<file path="config.mk">
export PLATFORM = sky130hd
export DESIGN_NAME = ddc_top
export DESIGN_NICKNAME = d
export VERILOG_FILES = /design/src/logic/ddc_pkg.sv /design/src/logic/ddc_sync2.sv /design/src/logic/ddc_fifo2.sv /design/src/logic/ddc_top.sv
export VERILOG_INCLUDE_DIRS = /design/src /design/src/logic
export SDC_FILE = /design/constraint.sdc
export NUM_CORES = 1
export LEC_CHECK = 0
export CAP_MARGIN = 20
export CORE_ASPECT_RATIO = 0.7
export CORE_MARGIN = 2
export CORE_UTILIZATION = 55
export CTS_CLUSTER_DIAMETER = 30
export DETAILED_ROUTE_END_ITERATION = 10
export DONT_BUFFER_PORTS = 1
export PLACE_DENSITY_LB_ADDON = 0.3
export SLEW_MARGIN = 20
export SYNTH_ARGS = -nofsm -noshare
export SYNTH_HDL_FRONTEND = slang
export SYNTH_SLANG_ARGS = --single-unit
</file>
<file path="constraint.sdc">
create_clock -name clk_i -period 2.5 [get_ports clk_i]
set_input_delay 0.5 -clock clk_i [delete_from_list [all_inputs] [get_ports clk_i]]
set_output_delay 0.5 -clock clk_i [all_outputs]
set_load 0.02 [all_outputs]
</file>
<file path="src/logic/ddc_params.svh">
`ifndef DDC_PARAMS_SVH
`define DDC_PARAMS_SVH

////////////////////////////////////////////////////////////////////////
// Register addresses on the serial port
`define DDC_ADDR_MODE       7'h00
`define DDC_ADDR_B_GAIN_LO  7'h0d
`define DDC_ADDR_B_GAIN_HI  7'h0e
`define DDC_ADDR_OPTION     7'h0f
`define DDC_ADDR_TIMEREF    7'h10
`define DDC_ADDR_TUNE_A     7'h11
`define DDC_ADDR_TUNE_B     7'h13
`define DDC_ADDR_TUNE_C     7'h14
`define DDC_ADDR_AUX_A_HI   7'h1a
`define DDC_ADDR_AUX_A_LO   7'h1b
`define DDC_ADDR_AUX_B_HI   7'h1c
`define DDC_ADDR_AUX_B_LO   7'h1d

////////////////////////////////////////////////////////////////////////
// Field positions
`define DDC_MODE_BIT        3
`define DDC_GAIN_CUT_BIT    1
`define DDC_SHAPER_BIT      0
`define DDC_SYNC_DIV_BIT    7
`define DDC_SYNC_EN_BIT     6
`define DDC_PD_BIT          7
`define DDC_HI_LSB          6
`define DDC_AUX_LO_W        2
`define DDC_AUX_W           10
`define DDC_SYNC_DIV4_TAP   1
`define DDC_SYNC_DIV8_TAP   2

////////////////////////////////////////////////////////////////////////
// Reset values and counts
`define DDC_RST_BYTE        8'h00
`define DDC_RST_BIT         1'b0
`define DDC_BYTE_LAST       3'h7
`define DDC_SAMPLE_W        14

`endif

</file>
<file path="src/logic/ddc_pkg.sv">
`default_nettype none
`include "ddc_params.svh"

package ddc_pkg;

  typedef logic [`DDC_SAMPLE_W-1:0] ddc_word_t;

  // One I/Q sample pair handed to the converter latches
  typedef struct packed {
    ddc_word_t i;
    ddc_word_t q;
  } ddc_pair_t;

  // Serial port phase, Gray coded along idle-command-data-done
  typedef enum logic [1:0] {
    DDC_SP_IDLE = 2'b00,
    DDC_SP_CMD  = 2'b01,
    DDC_SP_DATA = 2'b11,
    DDC_SP_DONE = 2'b10
  } ddc_spi_ph_t;

  // Configuration held by the register file
  typedef struct packed {
    logic                      mode_ileave;
    logic [7:0]                b_gain_lo;
    logic [7:0]                b_gain_hi;
    logic                      gain_cut;
    logic                      shaper_en;
    logic                      sync_div8;
    logic                      sync_en;
    logic [7:0]                tune_a;
    logic [7:0]                tune_b;
    logic [7:0]                tune_c;
    logic [`DDC_AUX_W-1:0]     aux_a;
    logic                      aux_chan_a_powerdown;
    logic [`DDC_AUX_W-1:0]     aux_b;
    logic                      aux_chan_b_powerdown;
  } ddc_regs_t;

  // Whole state of the top module
  typedef struct packed {
    ddc_regs_t   regs;
    ddc_spi_ph_t ph;
    logic [2:0]  bit_cnt;
    logic [7:0]  shift_in;
    logic [6:0]  addr;
    logic        rd;
    logic [7:0]  tx;
    logic        sdo;
    logic        sdo_oe;
    logic        sclk_d;
    logic        dclk_d;
    logic        iq_d;
    logic        sync_d;
    logic [2:0]  sync_cnt;
    logic        sync_out;
    logic        expect_i;
    ddc_word_t   hold_i;
    logic        overrun;
  } ddc_state_t;

endpackage

`default_nettype wire

</file>
<file path="src/logic/ddc_sync2.sv">
`timescale 1ns/1ps
`default_nettype none

module ddc_sync2 #(
  parameter int W = 1
) (
  // Clock and reset
  input  wire logic         clk_i,
  input  wire logic         rst_n_i,
  // Asynchronous levels in, synchronised levels out
  input  wire logic [W-1:0] async_i,
  output logic      [W-1:0] sync_o
);

  typedef struct packed {
    logic [W-1:0] s1;
    logic [W-1:0] s2;
  } ddc_sync_st_t;

  ddc_sync_st_t st_r;
  ddc_sync_st_t st_nxt;

  // First stage feeds only the second stage
  always_comb begin
    st_nxt.s1 = async_i;
    st_nxt.s2 = st_r.s1;
  end

  // Two flops per bit against metastability
  always_ff @(posedge clk_i) begin
    if (!rst_n_i) begin
      st_r <= '0;
    end else begin
      st_r <= st_nxt;
    end
  end

  assign sync_o = st_r.s2;

endmodule

`default_nettype wire

</file>
<file path="src/logic/ddc_fifo2.sv">
`timescale 1ns/1ps
`default_nettype none

module ddc_fifo2 #(
  parameter int W = 28
) (
  // Clock and reset
  input  wire logic         clk_i,
  input  wire logic         rst_n_i,
  // Filling side
  input  wire logic         in_valid_i,
  output logic              in_ready_o,
  input  wire logic [W-1:0] in_data_i,
  // Draining side
  output logic              out_valid_o,
  input  wire logic         out_ready_i,
  output logic      [W-1:0] out_data_o
);

  typedef struct packed {
    logic [1:0][W-1:0] slot;
    logic              wp;
    logic              rp;
    logic [1:0]        cnt;
  } ddc_fifo_st_t;

  ddc_fifo_st_t st_r;
  ddc_fifo_st_t st_nxt;
  logic         do_wr;
  logic         do_rd;

  // Two slots; full only when both hold a word
  always_comb begin
    st_nxt = st_r;
    do_wr  = in_valid_i && (st_r.cnt != 2'h2);
    do_rd  = out_ready_i && (st_r.cnt != 2'h0);
    if (do_wr) begin
      st_nxt.slot[st_r.wp] = in_data_i;
      st_nxt.wp            = ~st_r.wp;
    end
    if (do_rd) begin
      st_nxt.rp = ~st_r.rp;
    end
    st_nxt.cnt = st_r.cnt + {1'b0, do_wr} - {1'b0, do_rd};
  end

  // Slots are flops, so read data comes from a register
  always_ff @(posedge clk_i) begin
    if (!rst_n_i) begin
      st_r <= '0;
    end else begin
      st_r <= st_nxt;
    end
  end

  assign in_ready_o  = (st_r.cnt != 2'h2);
  assign out_valid_o = (st_r.cnt != 2'h0);
  assign out_data_o  = st_r.slot[st_r.rp];

endmodule

`default_nettype wire

</file>
<file path="src/logic/ddc_top.sv">
`timescale 1ns/1ps
`default_nettype none
`include "ddc_params.svh"

module ddc_top (
  // Clock and reset
  input  wire logic                      clk_i,
  input  wire logic                      rst_n_i,
  // Serial register port
  input  wire logic                      spi_sclk_i,
  input  wire logic                      spi_cs_n_i,
  input  wire logic                      spi_sdi_i,
  output logic                           spi_sdo_o,
  output logic                           spi_sdo_oe_o,
  // Sample input pins
  input  wire logic                      data_clk_i,
  input  wire logic [`DDC_SAMPLE_W-1:0]  bus_i_i,
  input  wire logic [`DDC_SAMPLE_W-1:0]  bus_q_i,
  // Timing reference select, same clock domain
  input  wire logic                      pll_bypass_i,
  output logic                           sync_o,
  // Sample pairs towards the converter latches
  output logic                           smp_valid_o,
  input  wire logic                      smp_ready_i,
  output ddc_pkg::ddc_pair_t             smp_data_o,
  output logic                           smp_overrun_o,
  // Configuration outputs
  output logic                           mode_ileave_o,
  output logic [3:0]                     chan_b_gain_coarse_o,
  output logic [5:0]                     chan_b_gain_fine_o,
  output logic [5:0]                     chan_b_offset_hi_o,
  output logic                           modulator_gain_cut_o,
  output logic                           noise_shaping_enable_o,
  output logic [7:0]                     tuning_word_a_o,
  output logic [7:0]                     tuning_word_b_o,
  output logic [7:0]                     tuning_word_c_o,
  output logic [`DDC_AUX_W-1:0]          aux_a_level_o,
  output logic                           aux_chan_a_powerdown_o,
  output logic [`DDC_AUX_W-1:0]          aux_b_level_o,
  output logic                           aux_chan_b_powerdown_o
);

  localparam int PINS_W = 4 + 2 * `DDC_SAMPLE_W;

  ddc_pkg::ddc_state_t st_r;
  ddc_pkg::ddc_state_t st_nxt;
  logic [PINS_W-1:0]   pins_s;
  logic                sclk_s;
  logic                cs_n_s;
  logic                sdi_s;
  logic                dclk_s;
  ddc_pkg::ddc_word_t  bus_i_s;
  ddc_pkg::ddc_word_t  bus_q_s;
  logic                iq_steering_input;
  logic                sclk_rise;
  logic                sclk_fall;
  logic                dclk_rise;
  logic                iq_rise;
  logic                sync_rise;
  logic                cap_stb;
  logic                push_v;
  ddc_pkg::ddc_pair_t  push_d;
  logic                push_rdy;
  logic [7:0]          wr_byte;

  ////////////////////////////////////////////////////////////////////////
  // Read-back decode, reserved bits forced to zero
  function automatic logic [7:0] rd_byte(input ddc_pkg::ddc_regs_t r, input logic [6:0] a);
    logic [7:0] v;
    v = `DDC_RST_BYTE;
    case (a)
      `DDC_ADDR_MODE:      v[`DDC_MODE_BIT] = r.mode_ileave;
      `DDC_ADDR_B_GAIN_LO: v = r.b_gain_lo;
      `DDC_ADDR_B_GAIN_HI: v = r.b_gain_hi;
      `DDC_ADDR_OPTION: begin
        v[`DDC_GAIN_CUT_BIT] = r.gain_cut;
        v[`DDC_SHAPER_BIT]   = r.shaper_en;
      end
      `DDC_ADDR_TIMEREF: begin
        v[`DDC_SYNC_DIV_BIT] = r.sync_div8;
        v[`DDC_SYNC_EN_BIT]  = r.sync_en;
      end
      `DDC_ADDR_TUNE_A:    v = r.tune_a;
      `DDC_ADDR_TUNE_B:    v = r.tune_b;
      `DDC_ADDR_TUNE_C:    v = r.tune_c;
      `DDC_ADDR_AUX_A_HI:  v = r.aux_a[`DDC_AUX_W-1:`DDC_AUX_LO_W];
      `DDC_ADDR_AUX_A_LO: begin
        v[`DDC_PD_BIT]             = r.aux_chan_a_powerdown;
        v[`DDC_AUX_LO_W-1:0]       = r.aux_a[`DDC_AUX_LO_W-1:0];
      end
      `DDC_ADDR_AUX_B_HI:  v = r.aux_b[`DDC_AUX_W-1:`DDC_AUX_LO_W];
      `DDC_ADDR_AUX_B_LO: begin
        v[`DDC_PD_BIT]             = r.aux_chan_b_powerdown;
        v[`DDC_AUX_LO_W-1:0]       = r.aux_b[`DDC_AUX_LO_W-1:0];
      end
      default:             v = `DDC_RST_BYTE;
    endcase
    return v;
  endfunction

  ////////////////////////////////////////////////////////////////////////
  // Serial port and sample link pins pass two flops first; pll_bypass_i and smp_ready_i go straight in
  ddc_sync2 #(
    .W (PINS_W)
  ) u_pin_sync (
    .clk_i   (clk_i),
    .rst_n_i (rst_n_i),
    .async_i ({spi_sclk_i, spi_cs_n_i, spi_sdi_i, data_clk_i, bus_i_i, bus_q_i}),
    .sync_o  (pins_s)
  );

  // Unpack the synchronised pins; Q13 doubles as the steering input
  assign {sclk_s, cs_n_s, sdi_s, dclk_s, bus_i_s, bus_q_s} = pins_s;
  assign iq_steering_input = bus_q_s[`DDC_SAMPLE_W-1];

  // Edge finders work only on synchronised copies
  assign sclk_rise = sclk_s & ~st_r.sclk_d;
  assign sclk_fall = ~sclk_s & st_r.sclk_d;
  assign dclk_rise = dclk_s & ~st_r.dclk_d;
  assign iq_rise   = iq_steering_input & ~st_r.iq_d;
  assign sync_rise = st_r.sync_out & ~st_r.sync_d;

  // Reference is the input clock, or the sync output when bypassed
  assign cap_stb = pll_bypass_i ? sync_rise : dclk_rise;

  // Byte being written, assembled from the shift register and last bit
  assign wr_byte = {st_r.shift_in[6:0], sdi_s};

  ////////////////////////////////////////////////////////////////////////
  // Next-state logic for the whole block
  always_comb begin
    st_nxt   = st_r;
    push_v   = 1'b0;
    push_d   = '0;
    st_nxt.sclk_d = sclk_s;
    st_nxt.dclk_d = dclk_s;
    st_nxt.iq_d   = iq_steering_input;
    st_nxt.sync_d = st_r.sync_out;

    // Serial port: command byte, then one data byte
    if (cs_n_s) begin
      st_nxt.ph      = ddc_pkg::DDC_SP_IDLE;
      st_nxt.sdo_oe  = 1'b0;
      st_nxt.bit_cnt = '0;
    end else begin
      case (st_r.ph)
        ddc_pkg::DDC_SP_IDLE: begin
          st_nxt.ph      = ddc_pkg::DDC_SP_CMD;
          st_nxt.bit_cnt = '0;
        end
        ddc_pkg::DDC_SP_CMD: begin
          if (sclk_rise) begin
            st_nxt.shift_in = wr_byte;
            st_nxt.bit_cnt  = st_r.bit_cnt + 3'h1;
            if (st_r.bit_cnt == `DDC_BYTE_LAST) begin
              st_nxt.rd   = wr_byte[7];
              st_nxt.addr = wr_byte[6:0];
              st_nxt.ph   = ddc_pkg::DDC_SP_DATA;
              if (wr_byte[7]) begin
                st_nxt.tx     = rd_byte(st_r.regs, wr_byte[6:0]);
                st_nxt.sdo    = st_nxt.tx[7];
                st_nxt.sdo_oe = 1'b1;
              end
            end
          end
        end
        ddc_pkg::DDC_SP_DATA: begin
          if (sclk_rise) begin
            st_nxt.shift_in = wr_byte;
            st_nxt.bit_cnt  = st_r.bit_cnt + 3'h1;
            if (st_r.bit_cnt == `DDC_BYTE_LAST) begin
              st_nxt.ph = ddc_pkg::DDC_SP_DONE;
            end
          end else if (sclk_fall && st_r.rd && (st_r.bit_cnt != 3'h0)) begin
            // Next read bit goes out on the falling edge
            st_nxt.tx  = {st_r.tx[6:0], 1'b0};
            st_nxt.sdo = st_r.tx[6];
          end
        end
        ddc_pkg::DDC_SP_DONE: begin
          st_nxt.sdo_oe = 1'b0;
        end
        default: begin
          st_nxt.ph = ddc_pkg::DDC_SP_IDLE;
        end
      endcase
    end

    // Register write on the last data bit; unlisted addresses ignored
    if (!cs_n_s && sclk_rise && (st_r.ph == ddc_pkg::DDC_SP_DATA) &&
        (st_r.bit_cnt == `DDC_BYTE_LAST) && !st_r.rd) begin
      case (st_r.addr)
        `DDC_ADDR_MODE:      st_nxt.regs.mode_ileave = wr_byte[`DDC_MODE_BIT];
        `DDC_ADDR_B_GAIN_LO: st_nxt.regs.b_gain_lo   = wr_byte;
        `DDC_ADDR_B_GAIN_HI: st_nxt.regs.b_gain_hi   = wr_byte;
        `DDC_ADDR_OPTION: begin
          st_nxt.regs.gain_cut  = wr_byte[`DDC_GAIN_CUT_BIT];
          st_nxt.regs.shaper_en = wr_byte[`DDC_SHAPER_BIT];
        end
        `DDC_ADDR_TIMEREF: begin
          st_nxt.regs.sync_div8 = wr_byte[`DDC_SYNC_DIV_BIT];
          st_nxt.regs.sync_en   = wr_byte[`DDC_SYNC_EN_BIT];
        end
        `DDC_ADDR_TUNE_A:    st_nxt.regs.tune_a = wr_byte;
        `DDC_ADDR_TUNE_B:    st_nxt.regs.tune_b = wr_byte;
        `DDC_ADDR_TUNE_C:    st_nxt.regs.tune_c = wr_byte;
        `DDC_ADDR_AUX_A_HI:  st_nxt.regs.aux_a[`DDC_AUX_W-1:`DDC_AUX_LO_W] = wr_byte;
        `DDC_ADDR_AUX_A_LO: begin
          st_nxt.regs.aux_a[`DDC_AUX_LO_W-1:0] = wr_byte[`DDC_AUX_LO_W-1:0];
          st_nxt.regs.aux_chan_a_powerdown                 = wr_byte[`DDC_PD_BIT];
        end
        `DDC_ADDR_AUX_B_HI:  st_nxt.regs.aux_b[`DDC_AUX_W-1:`DDC_AUX_LO_W] = wr_byte;
        `DDC_ADDR_AUX_B_LO: begin
          st_nxt.regs.aux_b[`DDC_AUX_LO_W-1:0] = wr_byte[`DDC_AUX_LO_W-1:0];
          st_nxt.regs.aux_chan_b_powerdown                 = wr_byte[`DDC_PD_BIT];
        end
        default: st_nxt.regs = st_r.regs;
      endcase
    end

    // Sync output divides the input clock by four or eight
    if (dclk_rise) begin
      st_nxt.sync_cnt = st_r.sync_cnt + 3'h1;
    end
    st_nxt.sync_out = st_r.regs.sync_en &&
                      (st_r.regs.sync_div8 ? st_r.sync_cnt[`DDC_SYNC_DIV8_TAP]
                                           : st_r.sync_cnt[`DDC_SYNC_DIV4_TAP]);

    // Steering edge: the word captured now or next goes to I
    if (iq_rise) begin
      st_nxt.expect_i = 1'b1;
    end

    // Capture: a pair offered to a full buffer is dropped, and the loss is flagged
    if (cap_stb) begin
      if (!st_r.regs.mode_ileave) begin
        push_v   = 1'b1;
        push_d.i = bus_i_s;
        push_d.q = bus_q_s;
      end else if (st_r.expect_i || iq_rise) begin
        st_nxt.hold_i   = bus_i_s;
        st_nxt.expect_i = 1'b0;
      end else begin
        push_v          = 1'b1;
        push_d.i        = st_r.hold_i;
        push_d.q        = bus_i_s;
        st_nxt.expect_i = 1'b1;
      end
      if (push_v && !push_rdy) begin
        st_nxt.overrun = 1'b1;
      end
    end
  end

  ////////////////////////////////////////////////////////////////////////
  // One register for all state; synchronous reset
  always_ff @(posedge clk_i) begin
    if (!rst_n_i) begin
      st_r          <= '0;
      st_r.expect_i <= 1'b1;
      st_r.ph       <= ddc_pkg::DDC_SP_IDLE;
    end else begin
      st_r <= st_nxt;
    end
  end

  ////////////////////////////////////////////////////////////////////////
  // Two-entry buffer so a receiver stall loses no pair until both entries are full
  ddc_fifo2 #(
    .W ($bits(ddc_pkg::ddc_pair_t))
  ) u_pair_buf (
    .clk_i       (clk_i),
    .rst_n_i     (rst_n_i),
    .in_valid_i  (push_v),
    .in_ready_o  (push_rdy),
    .in_data_i   (push_d),
    .out_valid_o (smp_valid_o),
    .out_ready_i (smp_ready_i),
    .out_data_o  (smp_data_o)
  );

  ////////////////////////////////////////////////////////////////////////
  // Outputs straight from state flops
  assign spi_sdo_o              = st_r.sdo;
  assign spi_sdo_oe_o           = st_r.sdo_oe;
  assign sync_o                 = st_r.sync_out;
  assign smp_overrun_o          = st_r.overrun;
  assign mode_ileave_o          = st_r.regs.mode_ileave;
  assign chan_b_gain_coarse_o   = {st_r.regs.b_gain_hi[7:`DDC_HI_LSB],
                                   st_r.regs.b_gain_lo[7:`DDC_HI_LSB]};
  assign chan_b_gain_fine_o     = st_r.regs.b_gain_lo[`DDC_HI_LSB-1:0];
  assign chan_b_offset_hi_o     = st_r.regs.b_gain_hi[`DDC_HI_LSB-1:0];
  assign modulator_gain_cut_o   = st_r.regs.gain_cut;
  assign noise_shaping_enable_o = st_r.regs.shaper_en;
  assign tuning_word_a_o        = st_r.regs.tune_a;
  assign tuning_word_b_o        = st_r.regs.tune_b;
  assign tuning_word_c_o        = st_r.regs.tune_c;
  assign aux_a_level_o          = st_r.regs.aux_a;
  assign aux_chan_a_powerdown_o = st_r.regs.aux_chan_a_powerdown;
  assign aux_b_level_o          = st_r.regs.aux_b;
  assign aux_chan_b_powerdown_o = st_r.regs.aux_chan_b_powerdown;

endmodule

`default_nettype wire

</file>
==> results.json, run 1 <==
{
  "status": "completed",
  "synth_flop_cell": "dfxtp_1",
  "fp.dieW_um": 170.6,
  "cts_resized": 0,
  "final_max_slew_viol_count": 0,
  "grt-ovfl-total": 0,
  "cp-start-kind": "flip-flop",
  "switchingPower_w": 0.002183,
  "numCtsBuffers": 38,
  "grt_pass1_wl_mm": 42.99,
  "hold_buffers": 0,
  "core_um2": 18970,
  "period_share": 0.9164,
  "finalNetCount": 1174,
  "initial_utilization": 0.5631,
  "max-vdd-ir-drop_mv": 0.5261,
  "hpwl_mm": 18.91,
  "wirelength_mm": 27.63,
  "layout_setup_ws_ns": 0.2090,
  "cpMaxStageDelayCell": "nor4_4",
  "drc": 0,
  "crit_family": "simple AND/OR/NAND/NOR gates",
  "seq_area_um2": 4886,
  "drtPass1Iterations": 5,
  "yosysMostFrequentCell": "dfxtp_1",
  "synth-async-reset-ratio": 0,
  "gp_congestion": 0.9662,
  "fin_util": 0.6282,
  "yosysSeqAreaShare": 0.4572,
  "cpPeakStageDelay_ns": 0.53,
  "antenna_found_initial": 2,
  "yosys-top-cells-area": "dfxtp_1 46%, mux2i_1 8.2%, buf_4 4.3%",
  "clkSinkCount": 244,
  "synth.distinct_cells": 69,
  "synth_area_per_cell_um2": 8.940,
  "clk_pin_slew_ns": 0.06,
  "placed_area_um2": 10590,
  "vias_per_cell": 5.763,
  "cts_setup_buffers": 0,
  "syn_area_um2": 10680,
  "place_ws_ns": 0.2475,
  "critPathMaxFanout": 8,
  "cts_buffer_depth": 3,
  "yosysTopAreaCell": "dfxtp_1",
  "multi_input_area_um2": 4855,
  "min_period_ns": 2.291,
  "die_y_um": 120.6,
  "crit_chain": "ha_1, ha_1, nand4bb_4, nor4_4, nand3_2, mux2i_1, nor2_1",
  "worst_pin_slew_ns": 0.6925,
  "synth_edf_count": 0,
  "hp-class": "input port to flip-flop",
  "tritoncts": "done",
  "die_area_um2": 20570,
  "finalHoldViolations": 0,
  "clock_latency_ns": 0.51,
  "worstPathArrival_ns": 2.67,
  "fmax_mhz": 436.5,
  "setup_viol": 0,
  "total_power_w": 0.009780,
  "power_density_nw_per_um2": 820.6,
  "drive_gt1_frac": 0.1458,
  "drtIter0Drc": 891,
  "cp_num_cells": 7,
  "ant_nets": 0,
  "root_buffer": "clkbuf_16",
  "p_comb_frac": 0.037,
  "rows": 42,
  "synth_cells": 1195,
  "p_seq_frac": 0.408,
  "power_frac_clock": 0.554,
  "max_cap_viol_count": 0,
  "grt_max_degree": 80,
  "area_growth_syn_to_layout_pct": 11.56,
  "tns_ns": 0,
  "wl_per_cell_um": 19.41,
  "p_sw_frac": 0.2232,
  "ys.warnings.count": 0,
  "rsz0062_at_grt": "false",
  "ys_ff_latch": 244,
  "critPathRequiredTime_ns": 2.88,
  "min_path_cells": 1,
  "track_usage": 0.2683,
  "final_area_um2": 11920,
  "grt_pass1_vias": 7427,
  "path_buf_inv": 0,
  "cpMostUsedCell": "ha_1",
  "power_leakage_nw": 4.934,
  "slew_headroom": 0.5358,
  "synth_fp_nets": 1238,
  "via_count": 8206,
  "end_kind": "flip-flop",
  "io_pins": 134,
  "yosys.area.top_type_share": 0.4572,
  "port_buffers": 0,
  "htreeDepth": 2,
  "synth_common_cells": "244 x dfxtp_1, 116 x nand2_1, 109 x nor2_1, 88 x mux2i_1, 80 x a21oi_1",
  "worstSetupPathType": "flip-flop to flip-flop",
  "rr_worst_depth": 7,
  "nFillCells": 1626,
  "finalClockSkew_ns": 0.01467,
  "internal_power_w": 0.007597
}
## per-stage QoR
step           std cells  hold WS (ns)
3_5_place_dp        1355        0.4169
2_1_floorplan       1195        0.4119
3_3_place_gp        1355        0.4156
4_1_cts             1423       0.08136
5_1_grt             1424        0.1006
6_report            1424        0.1147
## placed cells by master, fill, tap and decap left out, types with 7 or more instances in the layout
| cell type | Yosys | routed |
|---|---|---|
| nor2b_1 | 8 | 8 |
| dfxtp_1 | 244 | 243 |
| ha_1 | 7 | 7 |
| and2_1 | 70 | 70 |
| clkbuf_16 | 0 | 39 |
| o22ai_1 | 30 | 30 |
| nand4_1 | 40 | 40 |
| buf_4 | 61 | 45 |
| inv_1 | 41 | 41 |
| mux2i_1 | 88 | 88 |
| nand3_1 | 55 | 55 |
| o21ai_0 | 12 | 12 |
| nand2_1 | 116 | 116 |
| a21oi_1 | 80 | 80 |
| nor2_1 | 109 | 109 |
| mux2_2 | 34 | 34 |
| and3_1 | 8 | 8 |
## routing by layer
metal	wire, µm	track usage
met3	3628	0.1031
met4	478	0.06143
met5	11	0
met1	13240	0.4189
met2	10270	0.3363
## registers in the layout (all words and copies together), names as in the netlist
signal	flops
chan_b_offset_hi_o	6
chan_b_gain_fine_o	6
noise_shaping_enable_o	1
aux_chan_b_powerdown_o	1
st_r	51
aux_b_level_o	10
u_pair_buf.st_r	60
tuning_word_a_o	8
mode_ileave_o	1
sync_o	1
modulator_gain_cut_o	1
u_pin_sync.st_nxt	32
aux_chan_a_powerdown_o	1
smp_overrun_o	1
u_pin_sync.sync_o	32
chan_b_gain_coarse_o	4
tuning_word_c_o	8
spi_sdo_o	1
aux_a_level_o	10
tuning_word_b_o	8
spi_sdo_oe_o	1
## power groups by stage
stage | Combinational, W | Sequential (W) | Clock (W)
4_1_cts | 0.000364 | 0.00399 | 0.00548
5_1_grt | 0.000397 | 0.00400 | 0.00568
2_1_floorplan | 0.000286 | 0.00406 | 0
3_5_place_dp | 0.000362 | 0.00408 | 0
3_3_place_gp | 0.000358 | 0.00407 | 0
6_report | 0.000364 | 0.00400 | 0.00542
## worst paths after layout
path                                   startpoint                                  to  slack (ns)
setup / recovery            st_r[50]$_SDFFE_PP0P_  chan_b_offset_hi_o[5]$_SDFFE_PN0P_        0.21
hold / removal                            rst_n_i                 st_r[15]$_SDFF_PN1_        0.11
setup reg to reg            st_r[50]$_SDFFE_PP0P_  chan_b_offset_hi_o[5]$_SDFFE_PN0P_        0.21
hold reg to reg   u_pin_sync.st_nxt[7]$_SDFF_PN0_     u_pin_sync.sync_o[7]$_SDFF_PN0_        0.43
## cells by family after synthesis
group                    count (synthesis)  synth area share
XOR/XNOR                                 7          0.005739
buffers and inverters                  192           0.08995
multiplexers                           122            0.1183
flip-flops                             244            0.4572
AND/OR/NAND/NOR                        456            0.2251
AO/OA/AOI/OAI                          167           0.09546
adder cells (fa/ha/maj)                  7          0.008198
## layout make-up
| cell class | instances | share of cell area |
|---|---|---|
| Multi-Input combinational cell | 759 | 0.4073 |
| Sequential cell | 244 | 0.4100 |
| Timing Repair Buffer | 46 | 0.03003 |
| Antenna cell | 1 | 0.0002100 |
| Clock buffer | 45 | 0.08630 |
| Inverter | 42 | 0.01344 |
| Tap cell | 264 | 0.02772 |
| Clock inverter | 23 | 0.02499 |
(Power assumes the default switching activity.)
==> inputs of run 2 (changes only) <==
==> constraint.sdc (replaced) <==
create_clock -name clk_i -period 1.9 [get_ports clk_i]
set_input_delay 0.38 -clock clk_i [delete_from_list [all_inputs] [get_ports clk_i]]
set_output_delay 0.38 -clock clk_i [all_outputs]
set_load 0.02 [all_outputs]
==> results.json, run 2 (synthesis results as in run 1) <==
{
  "status": "complete, but fails checks",
  "violations": "negative setup slack",
  "cp-start-kind": "flip-flop",
  "final_max_slew_viol_count": 0,
  "ant_nets": 0,
  "drtIter0Drc": 870,
  "track_usage": 0.2881,
  "setup_viol": 1,
  "final_common_cell": "dfxtp_1",
  "fmax_mhz": 519.7,
  "drtPass1Iterations": 5,
  "regMostFlops": "u_pair_buf.st_r",
  "io_pins": 134,
  "rsz0062_at_grt": "true",
  "drive_gt1_frac": 0.2010,
  "worstPathArrival_ns": 2.35,
  "root_buffer": "clkbuf_16",
  "max_cap_viol_count": 0,
  "fin_util": 0.6845,
  "finalHoldViolations": 0,
  "antenna_found_initial": 0,
  "critPathMaxFanout": 7,
  "tritoncts": "done",
  "finalNetCount": 1253,
  "place_ws_ns": -0.01891,
  "core_um2": 18970,
  "clkSinkCount": 244,
  "slew_headroom": 0.6351,
  "rows": 42,
  "fp.dieW_um": 170.6,
  "layout_setup_ws_ns": -0.02407,
  "area_growth_syn_to_layout_pct": 21.55,
  "gp_congestion": 1.015,
  "grt_pass1_vias": 8014,
  "htreeDepth": 2,
  "worst_pin_slew_ns": 0.5461,
  "worstSetupPathType": "flip-flop to flip-flop",
  "hpwl_mm": 20.24,
  "numCtsBuffers": 38,
  "largest_registers": "u_pair_buf.st_r: 60 flops, st_r: 51 flops",
  "wl_per_cell_um": 20.25,
  "clock_latency_ns": 0.52,
  "min_period_ns": 1.924,
  "wirelength_mm": 30.44,
  "end_kind": "flip-flop",
  "critPathRequiredTime_ns": 2.33,
  "hp-class": "input port to flip-flop",
  "die_area_um2": 20570,
  "final_cell_mix": "235 x dfxtp_1, 115 x nand2_1, 109 x nor2_1, 88 x mux2i_1, 83 x buf_4",
  "port_buffers": 0,
  "vias_per_cell": 5.777,
  "power_leakage_nw": 5.406,
  "antennaDiodeCount": 0,
  "initial_utilization": 0.5631,
  "power_density_nw_per_um2": 1018,
  "drc": 0,
  "grt_pass1_wl_mm": 45.85,
  "grt-ovfl-total": 0,
  "clk_pin_slew_ns": 0.06,
  "via_count": 8683,
  "grt_max_degree": 61,
  "die_y_um": 120.6,
  "finalClockSkew_ns": 0.01845,
  "max-vdd-ir-drop_mv": 0.7150,
  "period_share": 1.013,
  "largest_register_ffs": 60,
  "total_power_w": 0.01322,
  "cts_buffer_depth": 3
}
==> run 2: worst max-delay path, cell delays in order (launching register included) <==
cell      delay [ns]
dfxtp_4         0.38
buf_4           0.15
nor4bb_4        0.50
nand3_1         0.32
a211o_1         0.34
a31oi_1         0.17
==> run 2: path summary, 6_finish.rpt <==
| kind | cells past startpoint | slack, ns | to | startpoint |
|---|---|---|---|---|
| setup / recovery | 5 | -0.02 | st_r[32]$_SDFFE_PN0P_ | st_r[43]$_SDFFE_PN0P_ |
| hold reg to reg | 1 | 0.43 | u_pin_sync.sync_o[10]$_SDFF_PN0_ | u_pin_sync.st_nxt[10]$_SDFF_PN0_ |
| hold / removal | 1 | 0.01 | u_pin_sync.st_nxt[9]$_SDFF_PN0_ | bus_q_i[9] |
| setup reg to reg | 5 | -0.02 | st_r[32]$_SDFFE_PN0P_ | st_r[43]$_SDFFE_PN0P_ |
==> run 2: power breakdown <==
part	switching [W]	internal (W)	total (W)
logic	0.000379	0.000314	0.000693
clock network	0.00257	0.00470	0.00726
registers	0.0000562	0.00521	0.00526
==> run 2: area by class of cell <==
type	instances	area (µm²)
Clock inverter	28	347.8
Inverter	42	160.2
Timing Repair Buffer	125	1170
Clock buffer	41	1003
Sequential cell	244	4906
Fill cell	1443	5986
Tap cell	264	330.3
Multi-Input combinational cell	759	5067
==> run 2: routing by layer <==
metal,wire [µm],vias to the layer above,track usage
met5,105,-,0.04092
li1,-,4082,-
met2,11890,439,0.3737
met1,14030,4123,0.4381
met4,394,2,0.06410
met3,4014,37,0.1097
==> run 2: per-stage QoR <==
step                cells  hold slack [ns]  area (µm²)  setup TNS [ns]
finish               1503          0.01375       12990        -0.02407
floorplan            1195           0.4119       10760         -0.5975
global route         1503         0.002327       12990         -0.7417
CTS                  1496        0.0001980       12690        -0.05975
global placement     1403           0.4141       11080               0
detailed placement   1403           0.4169       11080        -0.03138
==> run 2: what timing repair did <==
action	in CTS	in global routing
cloned	0	2
setup endpoints to repair	17	91
pin swaps	5	9
hold buffers	24	3
hold endpoints to repair	52	3
gates resized for setup	1	54
setup buffers	0	3
==> inputs of run 3 (changes only) <==
--- a/config.mk
+++ b/config.mk
@@ -9,7 +9,7 @@
 export CAP_MARGIN = 20
 export CORE_ASPECT_RATIO = 0.7
 export CORE_MARGIN = 2
-export CORE_UTILIZATION = 55
+export CORE_UTILIZATION = 57
 export CTS_CLUSTER_DIAMETER = 30
 export DETAILED_ROUTE_END_ITERATION = 10
 export DONT_BUFFER_PORTS = 1
==> results.json, run 3 (synthesis results as in run 1) <==
{
  "critPathRequiredTime_ns": 2.29,
  "placed_cells": 1367,
  "worstPathArrival_ns": 2.32,
  "cpPeakStageDelay_ns": 0.35,
  "via_count": 8688,
  "max_cap_viol_count": 0,
  "path_buf_inv": 2,
  "vias_per_cell": 5.890,
  "wirelength_mm": 29.50,
  "clkSinkCount": 244,
  "switchingPower_w": 0.002930,
  "drc": 0,
  "track_usage": 0.2897,
  "port_buffers": 0,
  "power_leakage_nw": 5.341,
  "clock_latency_ns": 0.51,
  "critPathMaxFanout": 6,
  "ant_nets": 0,
  "min_period_ns": 1.927,
  "max-vdd-ir-drop_mv": 0.7833,
  "finalNetCount": 1253,
  "fmax_mhz": 519.0,
  "cpMostUsedCell": "ha_4",
  "met3_usage": 0.09377,
  "antenna_found_initial": 0,
  "grt_pass1_wl_mm": 45.20,
  "gp_congestion": 1.084,
  "die_area_um2": 19870,
  "cpMaxStageDelayCell": "dfxtp_2",
  "core_um2": 18210,
  "grt_use_met1": 0.4473,
  "use_met2": 0.3817,
  "cts_buffer_depth": 3,
  "initial_utilization": 0.5866,
  "tritoncts": "done",
  "grt_max_degree": 61,
  "busiest_layer": "met1",
  "final_max_slew_viol_count": 0,
  "rsz0062_at_grt": "true",
  "violations": "negative setup slack",
  "clk_pin_slew_ns": 0.05,
  "final_common_cell": "dfxtp_1",
  "htreeDepth": 2,
  "drtIter0Drc": 1061,
  "p_sw_frac": 0.2304,
  "end_kind": "flip-flop",
  "p_comb_frac": 0.051,
  "tns_ns": -0.07585,
  "area_growth_syn_to_layout_pct": 19.81,
  "drive_gt1_frac": 0.1961,
  "hpwl_mm": 19.70,
  "cp-start-kind": "flip-flop",
  "hp-class": "input port to flip-flop",
  "p_seq_frac": 0.414,
  "rows": 41,
  "wl_per_cell_um": 20.00,
  "status": "complete, but fails checks",
  "period_share": 1.014,
  "grt_pass1_vias": 7897,
  "internal_power_w": 0.009789,
  "die_y_um": 118.5,
  "finalClockSkew_ns": 0.02132,
  "io_pins": 134,
  "antennaDiodeCount": 0,
  "root_buffer": "clkbuf_16",
  "layout_setup_ws_ns": -0.02671,
  "numCtsBuffers": 38,
  "instances_no_fill": 1475,
  "power_frac_clock": 0.535,
  "fp.dieW_um": 167.6,
  "power_density_nw_per_um2": 993.8,
  "largest_registers": "u_pair_buf.st_r: 60 flops, st_r: 51 flops",
  "final_cell_mix": "237 x dfxtp_1, 116 x nand2_1, 108 x nor2_1, 85 x mux2i_1, 79 x a21oi_1",
  "drtPass1Iterations": 6,
  "grt-ovfl-total": 0,
  "largest_register_ffs": 60,
  "finalHoldViolations": 0,
  "setup_viol": 8,
  "worstSetupPathType": "flip-flop to flip-flop",
  "regMostFlops": "u_pair_buf.st_r",
  "crit_family": "flip-flops",
  "slew_headroom": 0.6592,
  "worst_pin_slew_ns": 0.5093,
  "crit_chain": "ha_4, ha_4, and3b_1, nand4_1, buf_4, a21oi_2, buf_6, mux2_2, o311a_1"
}
[run 3: changes by cell type in the layout (fill, tap and decap cells not counted), sizes merged]
| cell | before | now |
|---|---|---|
| buf | 97 | 95 |
| bufinv | 6 | 2 |
| clkbuf | 43 | 46 |
| clkinv | 9 | 10 |
| clkinvlp | 7 | 6 |
| dlygate4sd3 | 26 | 29 |
[run 3: worst paths after layout]
check | startpoint | endpoint | slack (ns) | cells after the start
max | st_r[51]$_SDFFE_PP0P_ | spi_sdo_o$_SDFFE_PN0P_ | -0.03 | 9
min | bus_q_i[4] | u_pin_sync.st_nxt[4]$_SDFF_PN0_ | 0.01 | 1
min reg2reg | u_pin_sync.st_nxt[4]$_SDFF_PN0_ | u_pin_sync.sync_o[4]$_SDFF_PN0_ | 0.42 | 1
max reg2reg | st_r[51]$_SDFFE_PP0P_ | spi_sdo_o$_SDFFE_PN0P_ | -0.03 | 9
[run 3: stage by stage]
step,util,instance area [µm²],hold slack (ns),setup slack (ns),total power [W]
global route,0.7028,12800,0.003552,-0.1787,0.01311
finish,0.7028,12800,0.01246,-0.02671,0.01272
CTS,0.6952,12660,0.0001649,-0.01879,0.01272
floorplan,-,10760,0.4119,-0.03662,0.005731
global placement,0.6053,11020,0.4141,-0.007345,0.005888
detailed placement,0.6053,11020,0.4169,-0.06106,0.005896
[run 3: final cells by class]
cell class | instances | area, µm²
clock buffer | 45 | 1049
clock inverter | 24 | 232.7
fill | 1362 | 5413
inverter | 42 | 160.2
multi-input combinational | 759 | 4969
sequential | 244 | 4896
tap | 236 | 295.3
timing repair buffer | 125 | 1197
[run 3: what timing repair did]
item / 4_1_cts / 5_1_grt
resized for setup: 5 / 21
hold endpoints to repair: 52 / 1
hold buffers: 28 / 2
pin swaps: 6 / 6
gates cloned: 0 / 2
endpoints found under the setup margin: 21 / 138
buffers inserted: 7 / 2
[run 3: power by group through the flow]
stage	logic [W]	registers [W]	clock network, W
final	0.000650	0.00527	0.00680
after global routing	0.000704	0.00528	0.00713
after CTS	0.000593	0.00526	0.00687
after detailed placement	0.000532	0.00536	0
after global placement	0.000527	0.00536	0
after floorplan	0.000384	0.00535	0
[run 3: per-layer routing]
layer	vias up	wire (µm)
met5	-	82
met4	2	501
met3	50	3485
met2	431	11400
met1	4108	14030
li1	4097	-
